--- src/dscr_pkg.sv ---
// Package for the driver system configuration register bank.
// Assumes a 16-bit register word reached by an 8-bit command code.
package dscr_pkg;

    localparam int unsigned DATA_W = 16;
    localparam int unsigned CMD_W  = 8;
    localparam int unsigned IDX_W  = 5;

    // Command codes.
    localparam logic [7:0] CMD_BIAS_DAC     = 8'h01;
    localparam logic [7:0] CMD_MOD_DAC      = 8'h02;
    localparam logic [7:0] CMD_PWR_LIM_DAC  = 8'h03;
    localparam logic [7:0] CMD_INT_TEMP     = 8'h05;
    localparam logic [7:0] CMD_MOD_READ     = 8'h06;
    localparam logic [7:0] CMD_BIAS_READ    = 8'h07;
    localparam logic [7:0] CMD_FACTORY_TEST = 8'h08;
    localparam logic [7:0] CMD_EXT_TEMP     = 8'h0D;
    localparam logic [7:0] CMD_SYSTEM_CONFIGURATION   = 8'h10;
    localparam logic [7:0] CMD_BIAS_CEIL    = 8'h11;
    localparam logic [7:0] CMD_FAULT_FLAGS  = 8'h12;
    localparam logic [7:0] CMD_FAULT_CFG    = 8'h13;
    localparam logic [7:0] CMD_BIAS_NOM     = 8'h15;
    localparam logic [7:0] CMD_BIAS_TC1     = 8'h16;
    localparam logic [7:0] CMD_BIAS_TC2     = 8'h17;
    localparam logic [7:0] CMD_USER_CONV    = 8'h18;
    localparam logic [7:0] CMD_MOD_NOM      = 8'h19;
    localparam logic [7:0] CMD_MOD_TC1      = 8'h1A;
    localparam logic [7:0] CMD_MOD_TC2      = 8'h1B;
    localparam logic [7:0] CMD_NOM_TEMP     = 8'h1D;
    localparam logic [7:0] CMD_LOOP_GAIN    = 8'h1E;
    localparam logic [7:0] CMD_PEAKING      = 8'h1F;

    // System configuration field positions.
    localparam int unsigned SC_CTRL_SRC  = 0;
    localparam int unsigned SC_SOFT_EN   = 1;
    localparam int unsigned SC_EN_POL    = 2;
    localparam int unsigned SC_APC       = 3;
    localparam int unsigned SC_PWR_DOWN  = 4;
    localparam int unsigned SC_EXT_TEMP  = 5;
    localparam int unsigned SC_PD_ORIENT = 6;
    localparam int unsigned SC_CML_TERM  = 7;

    // Reset values and the writable field mask.
    localparam logic [15:0] SC_RESET     = 16'h0010;
    localparam logic [15:0] SC_WR_MASK   = 16'h00FF;
    localparam logic [15:0] LOOP_RESET   = 16'h0021;
    localparam logic [15:0] PEAK_RESET   = 16'h0010;
    localparam logic [15:0] OTHER_RESET  = 16'h0000;
    localparam logic [15:0] ZERO_WORD    = 16'h0000;

    // EEPROM load retry interval.
    localparam int unsigned CLK_HZ         = 125_000_000;
    localparam int unsigned RETRY_MS       = 64;
    localparam int unsigned RETRY_CYCLES   = (CLK_HZ / 1000) * RETRY_MS;

endpackage

--- src/dscr_regs.sv ---
// Register bank and system configuration logic of the laser driver controller.
// Assumes a serial front end that turns bus transactions into command-code
// strobes, and an EEPROM loader that writes registers through the load port.
`timescale 1ns/1ns
`default_nettype none
module dscr_regs #(
    parameter int unsigned RETRY_INTERVAL = dscr_pkg::RETRY_CYCLES
) (
    // Clock and reset
    input  wire logic        clock_in,
    input  wire logic        nrst_in,
    // Serial command port from the bus front end
    input  wire logic [7:0]  cmd_code_in,
    input  wire logic        cmd_write_in,
    input  wire logic        cmd_read_in,
    input  wire logic [15:0] cmd_wdata_in,
    output logic      [15:0] cmd_rdata_out,
    output logic             cmd_ack_out,
    output logic             cmd_nack_out,
    // EEPROM loader port
    input  wire logic [7:0]  load_code_in,
    input  wire logic        load_write_in,
    input  wire logic [15:0] load_wdata_in,
    input  wire logic        load_busy_in,
    input  wire logic        load_done_in,
    output logic             load_start_out,
    output logic             loaded_out,
    // Pins and read-only sources
    input  wire logic        tx_enable_pin_in,
    input  wire logic [15:0] fault_flags_in,
    input  wire logic [15:0] power_limit_in,
    // Configuration outputs
    output logic             external_control_out,
    output logic             tx_enable_out,
    output logic             hs_amp_off_out,
    output logic             apc_mode_out,
    output logic             ext_temp_sel_out,
    output logic             photodiode_orientation_out,
    output logic             cml_term_out,
    output logic      [15:0] comp_temperature_out
);

    localparam int unsigned N_REGS = 32;

    // Stored registers, indexed by the low five command bits.
    logic [15:0] regs [N_REGS];
    logic [15:0] system_configuration;
    logic        pin_sync;
    logic        retry_start;
    logic        retry_loaded;

    function automatic logic is_stored(input logic [7:0] code);
        is_stored = (code == dscr_pkg::CMD_BIAS_DAC)     || (code == dscr_pkg::CMD_MOD_DAC)
                 || (code == dscr_pkg::CMD_INT_TEMP)     || (code == dscr_pkg::CMD_MOD_READ)
                 || (code == dscr_pkg::CMD_BIAS_READ)    || (code == dscr_pkg::CMD_FACTORY_TEST)
                 || (code == dscr_pkg::CMD_EXT_TEMP)     || (code == dscr_pkg::CMD_BIAS_CEIL)
                 || (code == dscr_pkg::CMD_FAULT_CFG)    || (code == dscr_pkg::CMD_BIAS_NOM)
                 || (code == dscr_pkg::CMD_BIAS_TC1)     || (code == dscr_pkg::CMD_BIAS_TC2)
                 || (code == dscr_pkg::CMD_USER_CONV)    || (code == dscr_pkg::CMD_MOD_NOM)
                 || (code == dscr_pkg::CMD_MOD_TC1)      || (code == dscr_pkg::CMD_MOD_TC2)
                 || (code == dscr_pkg::CMD_NOM_TEMP)     || (code == dscr_pkg::CMD_LOOP_GAIN)
                 || (code == dscr_pkg::CMD_PEAKING);
    endfunction

    function automatic logic is_read_only(input logic [7:0] code);
        is_read_only = (code == dscr_pkg::CMD_FAULT_FLAGS) || (code == dscr_pkg::CMD_PWR_LIM_DAC);
    endfunction

    function automatic logic [15:0] reset_of(input int unsigned idx);
        if (idx == int'(dscr_pkg::CMD_LOOP_GAIN)) begin
            reset_of = dscr_pkg::LOOP_RESET;
        end else if (idx == int'(dscr_pkg::CMD_PEAKING)) begin
            reset_of = dscr_pkg::PEAK_RESET;
        end else begin
            reset_of = dscr_pkg::OTHER_RESET;
        end
    endfunction

    // Pin synchroniser and load retry timer.
    dscr_sync #(
        .WIDTH (1)
    ) u_pin_sync (
        .clock_in (clock_in),
        .nrst_in  (nrst_in),
        .async_in (tx_enable_pin_in),
        .sync_out (pin_sync)
    );

    wire standalone = !system_configuration[dscr_pkg::SC_CTRL_SRC];

    dscr_retry #(
        .INTERVAL (RETRY_INTERVAL)
    ) u_retry (
        .clock_in       (clock_in),
        .nrst_in        (nrst_in),
        .standalone_in  (standalone),
        .load_done_in   (load_done_in),
        .load_start_out (retry_start),
        .loaded_out     (retry_loaded)
    );

    // Host access decode.
    wire host_access  = cmd_write_in || cmd_read_in;
    wire host_mapped  = is_stored(cmd_code_in) || is_read_only(cmd_code_in)
                     || (cmd_code_in == dscr_pkg::CMD_SYSTEM_CONFIGURATION);
    // A host access that lands on a running EEPROM load is refused, as on a bus collision.
    wire host_refuse  = !host_mapped || load_busy_in
                     || (cmd_write_in && is_read_only(cmd_code_in));
    wire host_wr      = cmd_write_in && !host_refuse;
    wire host_rd      = cmd_read_in && !cmd_write_in && !host_refuse;

    // The loader may only write while the device runs standalone.
    wire load_wr      = load_write_in && standalone && !host_wr;
    wire load_mapped  = is_stored(load_code_in) || (load_code_in == dscr_pkg::CMD_SYSTEM_CONFIGURATION);

    wire [7:0]  wr_code  = host_wr ? cmd_code_in : load_code_in;
    wire [15:0] wr_data  = host_wr ? cmd_wdata_in : load_wdata_in;
    wire        wr_en    = host_wr || (load_wr && load_mapped);
    wire [4:0]  wr_idx   = wr_code[4:0];
    wire [4:0]  rd_idx   = cmd_code_in[4:0];

    wire sc_write = wr_en && (wr_code == dscr_pkg::CMD_SYSTEM_CONFIGURATION);
    wire [15:0] next_system_configuration = wr_data & dscr_pkg::SC_WR_MASK;

    wire [15:0] rd_word =
        (cmd_code_in == dscr_pkg::CMD_SYSTEM_CONFIGURATION)  ? system_configuration :
        (cmd_code_in == dscr_pkg::CMD_FAULT_FLAGS) ? fault_flags_in :
        (cmd_code_in == dscr_pkg::CMD_PWR_LIM_DAC) ? power_limit_in :
        regs[rd_idx];

    // Transmitter enable: pin read through its polarity, then gated by software.
    wire pin_active = system_configuration[dscr_pkg::SC_EN_POL] ? pin_sync : !pin_sync;
    wire tx_on      = pin_active && system_configuration[dscr_pkg::SC_SOFT_EN];
    wire amp_off    = system_configuration[dscr_pkg::SC_PWR_DOWN] && !tx_on;
    wire [15:0] next_temperature = system_configuration[dscr_pkg::SC_EXT_TEMP]
                                 ? regs[dscr_pkg::CMD_EXT_TEMP[4:0]]
                                 : regs[dscr_pkg::CMD_INT_TEMP[4:0]];

    always_ff @(posedge clock_in or negedge nrst_in) begin
        if (!nrst_in) begin
            system_configuration <= dscr_pkg::SC_RESET;
        end else if (sc_write) begin
            system_configuration <= next_system_configuration;
        end
    end

    for (genvar g = 0; g < N_REGS; g++) begin : g_reg
        always_ff @(posedge clock_in or negedge nrst_in) begin
            if (!nrst_in) begin
                regs[g] <= reset_of(g);
            end else if (wr_en && (wr_idx == 5'(g)) && is_stored(wr_code)) begin
                regs[g] <= wr_data;
            end
        end
    end

    always_ff @(posedge clock_in or negedge nrst_in) begin
        if (!nrst_in) begin
            cmd_rdata_out <= dscr_pkg::ZERO_WORD;
            cmd_ack_out   <= 1'b0;
            cmd_nack_out  <= 1'b0;
        end else begin
            cmd_ack_out  <= host_wr || host_rd;
            cmd_nack_out <= host_access && host_refuse;
            if (host_rd) begin
                cmd_rdata_out <= rd_word;
            end
        end
    end

    always_ff @(posedge clock_in or negedge nrst_in) begin
        if (!nrst_in) begin
            load_start_out             <= 1'b0;
            loaded_out                 <= 1'b0;
            external_control_out       <= 1'b0;
            tx_enable_out              <= 1'b0;
            hs_amp_off_out             <= 1'b0;
            apc_mode_out               <= 1'b0;
            ext_temp_sel_out           <= 1'b0;
            photodiode_orientation_out <= 1'b0;
            cml_term_out               <= 1'b0;
            comp_temperature_out       <= dscr_pkg::ZERO_WORD;
        end else begin
            load_start_out             <= retry_start && standalone;
            loaded_out                 <= retry_loaded;
            external_control_out       <= !standalone;
            tx_enable_out              <= tx_on;
            hs_amp_off_out             <= amp_off;
            apc_mode_out               <= system_configuration[dscr_pkg::SC_APC];
            ext_temp_sel_out           <= system_configuration[dscr_pkg::SC_EXT_TEMP];
            photodiode_orientation_out <= system_configuration[dscr_pkg::SC_PD_ORIENT];
            cml_term_out               <= system_configuration[dscr_pkg::SC_CML_TERM];
            comp_temperature_out       <= next_temperature;
        end
    end

endmodule
`default_nettype wire

--- src/dscr_retry.sv ---
// EEPROM load retry timer: requests a load now and then every interval.
// Assumes the loader reports success with a one-cycle done pulse.
`timescale 1ns/1ns
`default_nettype none
module dscr_retry #(
    parameter int unsigned INTERVAL = dscr_pkg::RETRY_CYCLES
) (
    // Clock and reset
    input  wire logic clock_in,
    input  wire logic nrst_in,
    // Control
    input  wire logic standalone_in,
    input  wire logic load_done_in,
    // Status
    output var  logic load_start_out,
    output var  logic loaded_out
);

    localparam int unsigned CNT_W = $clog2(INTERVAL + 1);
    localparam logic [CNT_W-1:0] LAST = CNT_W'(INTERVAL - 1);

    logic [CNT_W-1:0] count;
    wire              active = standalone_in && !loaded_out && !load_done_in;
    wire              fire   = active && (count == '0);

    always_ff @(posedge clock_in or negedge nrst_in) begin
        if (!nrst_in) begin
            count          <= '0;
            load_start_out <= 1'b0;
            loaded_out     <= 1'b0;
        end else begin
            // Leaving standalone mode stops attempts and rearms the timer.
            if (!active) begin
                count <= '0;
            end else if (fire) begin
                count <= LAST;
            end else begin
                count <= count - 1'b1;
            end
            load_start_out <= fire;
            if (load_done_in) begin
                loaded_out <= 1'b1;
            end
        end
    end

endmodule
`default_nettype wire

--- src/dscr_sync.sv ---
// Two-flop synchroniser for pin inputs.
// Assumes the inputs are asynchronous to clock_in.
`timescale 1ns/1ns
`default_nettype none
module dscr_sync #(
    parameter int unsigned WIDTH = 1
) (
    // Clock and reset
    input  wire logic             clock_in,
    input  wire logic             nrst_in,
    // Data
    input  wire logic [WIDTH-1:0] async_in,
    output var  logic [WIDTH-1:0] sync_out
);

    logic [WIDTH-1:0] stage1;

    always_ff @(posedge clock_in or negedge nrst_in) begin
        if (!nrst_in) begin
            stage1   <= '0;
            sync_out <= '0;
        end else begin
            stage1   <= async_in;
            sync_out <= stage1;
        end
    end

endmodule
`default_nettype wire

--- config.mk ---
export PLATFORM = sky130hd
export DESIGN_NAME = dscr_regs
export DESIGN_NICKNAME = d
export VERILOG_FILES = /design/src/dscr_pkg.sv /design/src/dscr_regs.sv /design/src/dscr_retry.sv /design/src/dscr_sync.sv
export SDC_FILE = /design/constraint.sdc
export NUM_CORES = 1
export LEC_CHECK = 0
export ABC_AREA = 1
export BUFFER_PORTS_ARGS = -buffer_cell sky130_fd_sc_hd__buf_2
export CORE_UTILIZATION = 25
export DETAILED_ROUTE_END_ITERATION = 16
export PLACE_DENSITY = 0.37
export SYNTH_ARGS = -nofsm -noshare
export SYNTH_HDL_FRONTEND = slang
export SYNTH_SLANG_ARGS = --single-unit
export TNS_END_PERCENT = 20
--- constraint.sdc ---
create_clock -name clock_in -period 4.05 [get_ports clock_in]
set_input_delay 0.2025 -clock clock_in [delete_from_list [all_inputs] [get_ports clock_in]]
set_output_delay 0.2025 -clock clock_in [all_outputs]
set_load 0.005 [all_outputs]
# Yosys cells after proc, flatten, opt, wreduce, memory -nomap -nowiden
# Cells that the tools add are included.
word_totals:
  regBits: 590
  in_bits: 88
  out_inout_bits: 43
  wordCells: 312
classes:
  add_sub_neg: 1
  magnitude_cmp: 1
  eq_ne: 93
  muxes: 12
  bitwise_logic: 1
  n_reduce_logical: 153
op_table:
  columns: ["cell", "n"]
  rows:
  - ["equality test 8 x 5 -> 1 bit (second input constant)", 40]
  - ["two-way mux 16 bit", 7]
  - ["binary-select mux 16 bit (select 5 bit)", 1]
  - ["equality test 5 bit (second input constant)", 16]
  - ["logical AND 1 bit", 79]
  - ["equality test 8 x 3 -> 1 bit (second input constant)", 9]
  - ["logical OR 1 bit", 63]
  - ["equality test 8 x 4 -> 1 bit (second input constant)", 6]
  - ["two-way mux 23 bit", 2]
  - ["equality test 5 x 4 -> 1 bit (second input constant)", 8]
  - ["equality test 8 x 2 -> 1 bit (second input constant)", 4]
  - ["equality test 8 x 1 -> 1 bit (second input constant)", 3]
  - ["logical NOT 23 bit", 1]
  - ["subtractor 23 x 1 -> 23 bit (second input constant)", 1]
  - ["equality test 5 x 3 -> 1 bit (second input constant)", 4]
  - ["equality test 5 x 2 -> 1 bit (second input constant)", 2]
  - ["logical NOT 1 bit", 9]
  - ["two-way mux 8 bit", 1]
  - ["greater-or-equal comparator 6 bit (second input constant)", 1]
  - ["NOT 5 -> 6 bit", 1]
  - ["equality test 5 x 1 -> 1 bit (second input constant)", 1]
  - ["logical NOT 5 bit", 1]
  - ["two-way mux 1 bit", 1]

# Longest topological paths before layout
logic_depth:
  ltp_word: 47
  mapped_depth: 20
  mapped_depth_nobuf: 17

# Modules after synthesis
# From an unflattened synthesis, not the netlist that was laid out.
unflattened:
  hier_cells: 3285
  hier_area_um2: 26544.2
by_module_without_submodules:
  columns: ["module", "n_inst", "cells_each", "area_per_inst_um2", "seq_area_each_um2"]
  rows:
  - ["dscr_regs", 1, 3098, 25079.1, 14093.5]
  - ["dscr_retry", 1, 185, 1415.1, 625.6]
  - ["dscr_sync", 1, 2, 50.0, 50.0]

# Least setup slack after synthesis
# OpenSTA, ideal clock, no wires.
synth_path:
  path_kind: "input-to-reg"
  startpoint: "input cmd_code_in[3]"
  endpoint: "register regs[37] (netlist name)"
  setup_time_ps: 116
  arrival_ps: 2122
  t_required_ps: 3934
  path_slack_ps: 1811
  stages: 16
  path_buffers: 4
  path_cell_list: "buf_2 -> inv_2 -> nand2_4 -> nor2_1 -> nand2_1 -> nand2_1 -> nand4_2 -> buf_6 -> buf_6 -> nand2_2 -> inv_2 -> nor4_4 -> nand2_4 -> buf_6 -> nand2_1 -> nand2_1"
synth_between:
  elab_chain_len: 47
  elab_cells_between_ends: 95
  cone_classes: "eq/ne: 42; mux: 2; reduce/logical: 51"
synth_lines:
  columns: ["element", "line", "rtl"]
  rows:
  - ["start, declared", "dscr_regs.sv:13", "input wire logic [7:0] cmd_code_in,"]
  - ["equality test 8 x 1 -> 1 bit or equality test 8 x 2 -> 1 bit (tied branches)", "dscr_regs.sv:53", "is_stored = (code == dscr_pkg::CMD_BIAS_DAC) || (code == dscr_pkg::CMD_MOD_DAC)"]
  - ["logical OR 1 bit", "dscr_regs.sv:53", null]
  - ["logical OR 1 bit (2 in a row)", "dscr_regs.sv:54", "|| (code == dscr_pkg::CMD_INT_TEMP) || (code == dscr_pkg::CMD_MOD_READ)"]
  - ["logical OR 1 bit (2 in a row)", "dscr_regs.sv:55", "|| (code == dscr_pkg::CMD_BIAS_READ) || (code == dscr_pkg::CMD_FACTORY_TEST)"]
  - ["logical OR 1 bit (2 in a row)", "dscr_regs.sv:56", "|| (code == dscr_pkg::CMD_EXT_TEMP) || (code == dscr_pkg::CMD_BIAS_CEIL)"]
  - ["logical OR 1 bit (2 in a row)", "dscr_regs.sv:57", "|| (code == dscr_pkg::CMD_FAULT_CFG) || (code == dscr_pkg::CMD_BIAS_NOM)"]
  - ["logical OR 1 bit (2 in a row)", "dscr_regs.sv:58", "|| (code == dscr_pkg::CMD_BIAS_TC1) || (code == dscr_pkg::CMD_BIAS_TC2)"]
  - ["logical OR 1 bit (2 in a row)", "dscr_regs.sv:59", "|| (code == dscr_pkg::CMD_USER_CONV) || (code == dscr_pkg::CMD_MOD_NOM)"]
  - ["(+19 left out)", null, null]
  - ["logical OR 1 bit (2 in a row)", "dscr_regs.sv:56", null]
  - ["logical OR 1 bit (2 in a row)", "dscr_regs.sv:57", null]
  - ["logical OR 1 bit (2 in a row)", "dscr_regs.sv:58", null]
  - ["logical OR 1 bit (2 in a row)", "dscr_regs.sv:59", null]
  - ["logical OR 1 bit (2 in a row)", "dscr_regs.sv:60", "|| (code == dscr_pkg::CMD_MOD_TC1) || (code == dscr_pkg::CMD_MOD_TC2)"]
  - ["logical OR 1 bit (2 in a row)", "dscr_regs.sv:61", "|| (code == dscr_pkg::CMD_NOM_TEMP) || (code == dscr_pkg::CMD_LOOP_GAIN)"]
  - ["logical OR 1 bit", "dscr_regs.sv:62", "|| (code == dscr_pkg::CMD_PEAKING);"]
  - ["logical AND 1 bit", "dscr_regs.sv:151", "end else if (wr_en && (wr_idx == 5'(g)) && is_stored(wr_code)) begin"]
  - ["end signal, assigned by index", "dscr_regs.sv:150", "regs[g] <= reset_of(g);"]
  - ["end signal, assigned by index", "dscr_regs.sv:152", "regs[g] <= wr_data;"]
  - ["end, declared", "dscr_regs.sv:46", "logic [15:0] regs [N_REGS];"]
# Parallel ways exist; a longest one is shown, timed or not.
# A chain may end at the register's enable or synchronous reset.

# Worst setup path after layout
layout_path:
  startpoint: "input cmd_code_in[2]"
  endpoint: "register cmd_rdata_out[8]"
layout_between:
  elab_chain_len: 26
  elab_cells_between_ends: 56
  cone_classes: "eq/ne: 22; mux: 6; bitwise: 1; reduce/logical: 27"
layout_lines:
  columns: ["element", "line", "rtl"]
  rows:
  - ["equality test 8 x 1 -> 1 bit or equality test 8 x 2 -> 1 bit (tied branches)", "dscr_regs.sv:53", null]
  - ["logical OR 1 bit", "dscr_regs.sv:53", null]
  - ["logical OR 1 bit (2 in a row)", "dscr_regs.sv:54", null]
  - ["logical OR 1 bit (2 in a row)", "dscr_regs.sv:55", null]
  - ["logical OR 1 bit (2 in a row)", "dscr_regs.sv:56", null]
  - ["logical OR 1 bit (2 in a row)", "dscr_regs.sv:57", null]
  - ["logical OR 1 bit (2 in a row)", "dscr_regs.sv:58", null]
  - ["logical OR 1 bit (2 in a row)", "dscr_regs.sv:59", null]
  - ["(+4 left out)", null, null]
  - ["logical OR 1 bit", "dscr_regs.sv:62", null]
  - ["logical OR 1 bit", "dscr_regs.sv:104", "wire host_mapped = is_stored(cmd_code_in) || is_read_only(cmd_code_in)"]
  - ["logical OR 1 bit", "dscr_regs.sv:105", "|| (cmd_code_in == dscr_pkg::CMD_SYSTEM_CONFIGURATION);"]
  - ["logical NOT 1 bit", "dscr_regs.sv:107", "wire host_refuse = !host_mapped || load_busy_in"]
  - ["logical OR 1 bit", "dscr_regs.sv:107", null]
  - ["logical OR 1 bit", "dscr_regs.sv:108", "|| (cmd_write_in && is_read_only(cmd_code_in));"]
  - ["logical NOT 1 bit", "dscr_regs.sv:110", "wire host_rd = cmd_read_in && !cmd_write_in && !host_refuse;"]
  - ["logical AND 1 bit", "dscr_regs.sv:110", null]
  - ["end signal, assigned", "dscr_regs.sv:159", "cmd_rdata_out <= dscr_pkg::ZERO_WORD;"]
  - ["end signal, assigned", "dscr_regs.sv:166", "cmd_rdata_out <= rd_word;"]
  - ["end, declared", "dscr_regs.sv:17", "output logic [15:0] cmd_rdata_out,"]
# Parallel ways exist; a longest one is shown, timed or not. The select of a mux whose other input is x is not followed.

==> summary.md <==
| Metric | Value |
|---|---|
| Most used flip-flop cell after synthesis | `sky130_fd_sc_hd__dfrtp_1` |
| Clock period minus final worst setup slack | `3270 ps` |
| Syn nets | `between 2000 and 3000` |
| Final TNS setup | `0 ps` |
| Max incr delay on CP | `roughly 560 ps` |
| R2R Setup Slk | `between 1000 and 1500 ps` |
| FMAX | `approximately 310 MHz` |
| Chip Height | `approximately 320 um` |
| Cell taking the most area after synthesis | `sky130_fd_sc_hd__dfrtp_1` |
| Number of filler instances in the final layout | `between 10000 and 15000` |
| Placeable Area | `98300 um2` |
| Largest net degree at the start of global routing | `~130` |
| Skew-Pair Late Insertion Delay | `between 600 and 700 ps` |
| GP Congestion | `about 0.83` |
| Routed Antenna Nets | `0` |
| Post-synthesis cell area | `between 20000 and 25000 um2` |
| Part of the cycle the worst path needs | `0.808` |
| FF-to-FF path depth | `13` |
| End of the worst hold path | `regs[44]$_DFFE_PN0P_` |
| Share of layout cells above drive strength 1 | `0.120` |
| Critical path buffers and inverters | `4` |
| Count of different cell masters after synthesis | `42` |
| Crit-path slowest cell | `sky130_fd_sc_hd__dlygate4sd3_1` |
| Post-CTS clock slew at the launch and capture registers of the worst setup and hold paths | `60 ps` |
| CP dominant cell by count | `sky130_fd_sc_hd__o21ai_0` |
| Number of storage elements in the synthesis netlist | `590` |
| Final Core Density | `0.296` |
| Worst IR drop on VDD | `around 0.3 mV` |
| Total congestion overflow | `0` |
| Clock tree from TritonCTS | `built` |
| Number of DRC violations after detailed-routing iteration 0 | `between 1000 and 1500` |
| Worst reg2reg startpoint | `u_retry.count[0]$_DFF_PN0_` |
| Cell Chain, Critical Path | `buf_2 -> inv_2 -> nand2_4 -> nor2_1 -> nand2_1 -> a21oi_2 -> o21ai_0 -> nor3_1 -> nand2_1 -> inv_1 -> o21ai_0 -> o21ai_0 -> dlygate4sd3_1` |
| Placement row count | `roughly 120` |
| EDFF count, synth | `0` |
| Global-route wire length before repair | `between 100000 and 150000 um` |
| Launch point of the worst path | `cmd_code_in[2]` |
| Largest delay contributor family on the critical path | `simple AND/OR/NAND/NOR gates` |
| Slew of the pin with the lowest slew margin | `about 1000 ps` |
| Layout Area Growth over Synthesis | `17.5%` |
| Max-Cap Viols | `0` |
| Launch point of the worst hold path | `cmd_wdata_in[12]` |
| CP Data Required Time | `between 4000 and 5000 ps` |
| Ports placed on the boundary | `approximately 130` |
| Number of clock sinks | `590` |
| Critical Path Start Type | `input pin` |
| Number of global-route vias before repair | `~20000` |
| Port buffer count | `130` |
| Initial antenna violation count | `3` |
| Fin. Hold Viols | `0` |
| Asr flop ratio synth | `1.00` |
| Top-area cell type share of the netlist area | `0.592` |
| TritonCTS Buffers | `72` |
| Final setup viols | `0` |
| Cell types with the largest area share after synthesis | `sky130_fd_sc_hd__dfrtp_1 (59%), sky130_fd_sc_hd__nand2_1 (11%), sky130_fd_sc_hd__o21ai_0 (6.4%), sky130_fd_sc_hd__clkbuf_1 (5.5%), sky130_fd_sc_hd__nand3_1 (5.2%)` |
| Floorplan die area | `about 100000 um2` |
| Library cell used as clock root buffer | `sky130_fd_sc_hd__clkbuf_16` |
| Sequential area share after synthesis | `0.596` |
| Detailed placer's ending HPWL | `52200 um` |
| Clock H-tree levels | `3` |
| Final wirelength | `slightly below 90000 um` |
| Worst hold margin | `50.2 ps` |
| Max Slew Vio Count | `0` |
| Synthesis warning total | `0` |
| DRC viols | `0` |
| Number of vias after detailed routing | `approximately 19000` |
| GR Util All Layers | `0.176` |
| Peak fanout along the critical path | `12` |
| Fin Clk Skew | `between 30 and 40 ps` |
| Vias/cell | `roughly 4.7` |
| Drt wl/cell | `between 20 and 25 um` |
| Relative slew slack | `0.302` |
| Class of the worst hold path | `in2reg` |
| Path type of the worst setup path | `in2reg` |
| Gate count of the mapped netlist | `around 2800` |
| Width of the chip | `approximately 320 um` |
| CP arrival | `approximately 3800 ps` |
| Power per standard cell area | `~470 nW/um2` |
| Max Root-Sink Buffers | `3` |
| Endpoint class of the critical path | `flop` |
| Post-synthesis average cell area | `a little under 9 um2` |
| Iteration count of the initial detailed-routing pass | `7` |
| Outcome | `complete, no violations` |
| Crit Reg-Reg Endpoint | `u_retry.count[13]$_DFF_PN0_` |
| Number of buffers inserted by post-CTS setup repair | `0` |
| Initial core utilization | `0.252` |
| Cell depth of the worst hold path | `5` |
| RSZ-0062 raised after global routing | `false` |
| Final-stage net count | `2797` |
| Static leakage | `~14 nW` |
-- per-layer routing --
layer	wire length, um	GRT usage	part of all wire	vias to the layer above
met5	0	0	0	-
met4	2330	0.0530	0.026	0
met3	3070	0.0247	0.035	110
met2	41900	0.286	0.48	401
met1	40800	0.241	0.46	9701
li1	-	-	-	8995
-- logic make-up after synthesis --
| group | Yosys count | synth area share |
|---|---|---|
| AND/OR/NAND/NOR | 1151 | 0.195 |
| flip-flops | 590 | 0.596 |
| AO/OA/AOI/OAI | 564 | 0.132 |
| buffers and inverters | 458 | 0.0711 |
| XOR/XNOR | 14 | 0.00495 |
| adder cells (fa/ha/maj) | 1 | 0.000505 |
-- cell usage after synthesis (3+ instances only) --
| library cell | number |
|---|---|
| sky130_fd_sc_hd__nand2_1 | 758 |
| sky130_fd_sc_hd__dfrtp_1 | 586 |
| sky130_fd_sc_hd__clkbuf_1 | 362 |
| sky130_fd_sc_hd__o21ai_0 | 317 |
| sky130_fd_sc_hd__nand3_1 | 260 |
| sky130_fd_sc_hd__a22oi_1 | 124 |
| sky130_fd_sc_hd__nor2_1 | 68 |
| sky130_fd_sc_hd__inv_1 | 64 |
| sky130_fd_sc_hd__a21oi_1 | 50 |
| sky130_fd_sc_hd__a31oi_1 | 47 |
| sky130_fd_sc_hd__nand4_1 | 22 |
| sky130_fd_sc_hd__nor3_1 | 18 |
| sky130_fd_sc_hd__buf_1 | 9 |
| sky130_fd_sc_hd__xor2_1 | 9 |
| sky130_fd_sc_hd__a221oi_1 | 8 |
| sky130_fd_sc_hd__inv_2 | 8 |
| sky130_fd_sc_hd__buf_2 | 7 |
| sky130_fd_sc_hd__o211ai_1 | 6 |
| sky130_fd_sc_hd__nand2_2 | 5 |
| sky130_fd_sc_hd__xnor2_1 | 5 |
| sky130_fd_sc_hd__dfstp_2 | 4 |
| sky130_fd_sc_hd__nor2_4 | 4 |
| sky130_fd_sc_hd__o2111ai_1 | 4 |
| sky130_fd_sc_hd__or2_2 | 4 |
| sky130_fd_sc_hd__buf_4 | 3 |
| sky130_fd_sc_hd__buf_6 | 3 |
| sky130_fd_sc_hd__nor4_1 | 3 |
-- how the worst max path moves through the flow --
stage / end / slack (ps) / depth (start not counted)
floorplan: regs[37]$_DFFE_PN0P_ / 1810 / 16
global placement: regs[292]$_DFFE_PN0P_ / 680 / 15
detailed placement: regs[288]$_DFFE_PN0P_ / 640 / 15
CTS: cmd_rdata_out[10]$_DFFE_PN0P_ / 870 / 12
global route: cmd_rdata_out[10]$_DFFE_PN0P_ / 540 / 12
finish: cmd_rdata_out[8]$_DFFE_PN0P_ / 780 / 13
-- per-stage QoR --
step	area [um2]	cells	total power [W]	setup slack (ps)
2_1_floorplan	24800	2778	0.00674	1810
3_3_place_gp	26200	3866	0.00729	677
3_5_place_dp	26200	3866	0.00730	639
4_1_cts	29100	4046	0.0141	870
5_1_grt	29100	4046	0.0144	543
6_report	29100	4047	0.0138	777
-- sequential cells by signal (all words and copies together) (netlist names), 8 cells and up --
| name | count |
|---|---|
| regs | 512 |
| system_configuration | 8 |
| u_retry.count | 23 |
| comp_temperature_out | 16 |
| cmd_rdata_out | 16 |
-- placed cells by master, fill, tap and decap left out, types with 3 or more instances in the layout --
cell type / synthesis / final
sky130_fd_sc_hd__clkbuf_16: 0 / 74
sky130_fd_sc_hd__o211ai_1: 6 / 6
sky130_fd_sc_hd__nand2_2: 5 / 5
sky130_fd_sc_hd__a31oi_1: 47 / 47
sky130_fd_sc_hd__nand2_1: 758 / 758
sky130_fd_sc_hd__buf_4: 3 / 42
sky130_fd_sc_hd__dlygate4sd3_1: 0 / 55
sky130_fd_sc_hd__inv_1: 64 / 63
sky130_fd_sc_hd__buf_2: 7 / 128
sky130_fd_sc_hd__nand4_1: 22 / 22
sky130_fd_sc_hd__xor2_1: 9 / 9
sky130_fd_sc_hd__nand3_1: 260 / 260
sky130_fd_sc_hd__clkbuf_8: 0 / 11
sky130_fd_sc_hd__o2111ai_1: 4 / 4
sky130_fd_sc_hd__buf_12: 0 / 14
sky130_fd_sc_hd__bufinv_16: 0 / 7
sky130_fd_sc_hd__xnor2_1: 5 / 5
sky130_fd_sc_hd__a221oi_1: 8 / 8
sky130_fd_sc_hd__nor2_1: 68 / 65
sky130_fd_sc_hd__a21oi_1: 50 / 50
sky130_fd_sc_hd__clkbuf_1: 362 / 15
sky130_fd_sc_hd__nor4_1: 3 / 3
sky130_fd_sc_hd__a22oi_1: 124 / 124
sky130_fd_sc_hd__nor2_4: 4 / 6
sky130_fd_sc_hd__o21ai_0: 317 / 317
sky130_fd_sc_hd__dfrtp_1: 586 / 586
sky130_fd_sc_hd__inv_2: 8 / 7
sky130_fd_sc_hd__nor3_1: 18 / 18
sky130_fd_sc_hd__or2_2: 4 / 4
sky130_fd_sc_hd__clkinv_2: 0 / 13
sky130_fd_sc_hd__dfstp_2: 4 / 4
-- timing repair --
item,4_1_cts,5_1_grt
hold endpoints to repair,96,0
hold buffers,55,0
resized for setup,0,0
-- tightest hold or removal path, cell delays in order --
cell	delay [ps]
sky130_fd_sc_hd__buf_2	90
sky130_fd_sc_hd__nand2_1	50
sky130_fd_sc_hd__nand2_1	110
sky130_fd_sc_hd__nand3_1	100
sky130_fd_sc_hd__nand2_1	80
-- power by group --
| group | total [W] | leakage (nW) | internal [W] | switching [W] |
|---|---|---|---|---|
| clock | 0.00660 | 1.17 | 0.00399 | 0.00261 |
| combinational | 0.000992 | 4.48 | 0.000286 | 0.000706 |
| sequential | 0.00623 | 8.15 | 0.00611 | 0.000120 |
| total | 0.0138 | 13.8 | 0.0104 | 0.00344 |
-- cell type report --
cell class,instances,area (um2),share of cell area
diodes,1,2.50,0.0000859
clock buffers,100,2060,0.0707
inverters,74,283,0.00971
flip-flops and latches,590,14800,0.507
repair buffers,240,1800,0.0619
multi-input cells,1730,8270,0.284
well taps,1287,1610,0.0553
clock inverters,25,324,0.0111
Note: power is estimated with default switching activity, not from simulation.
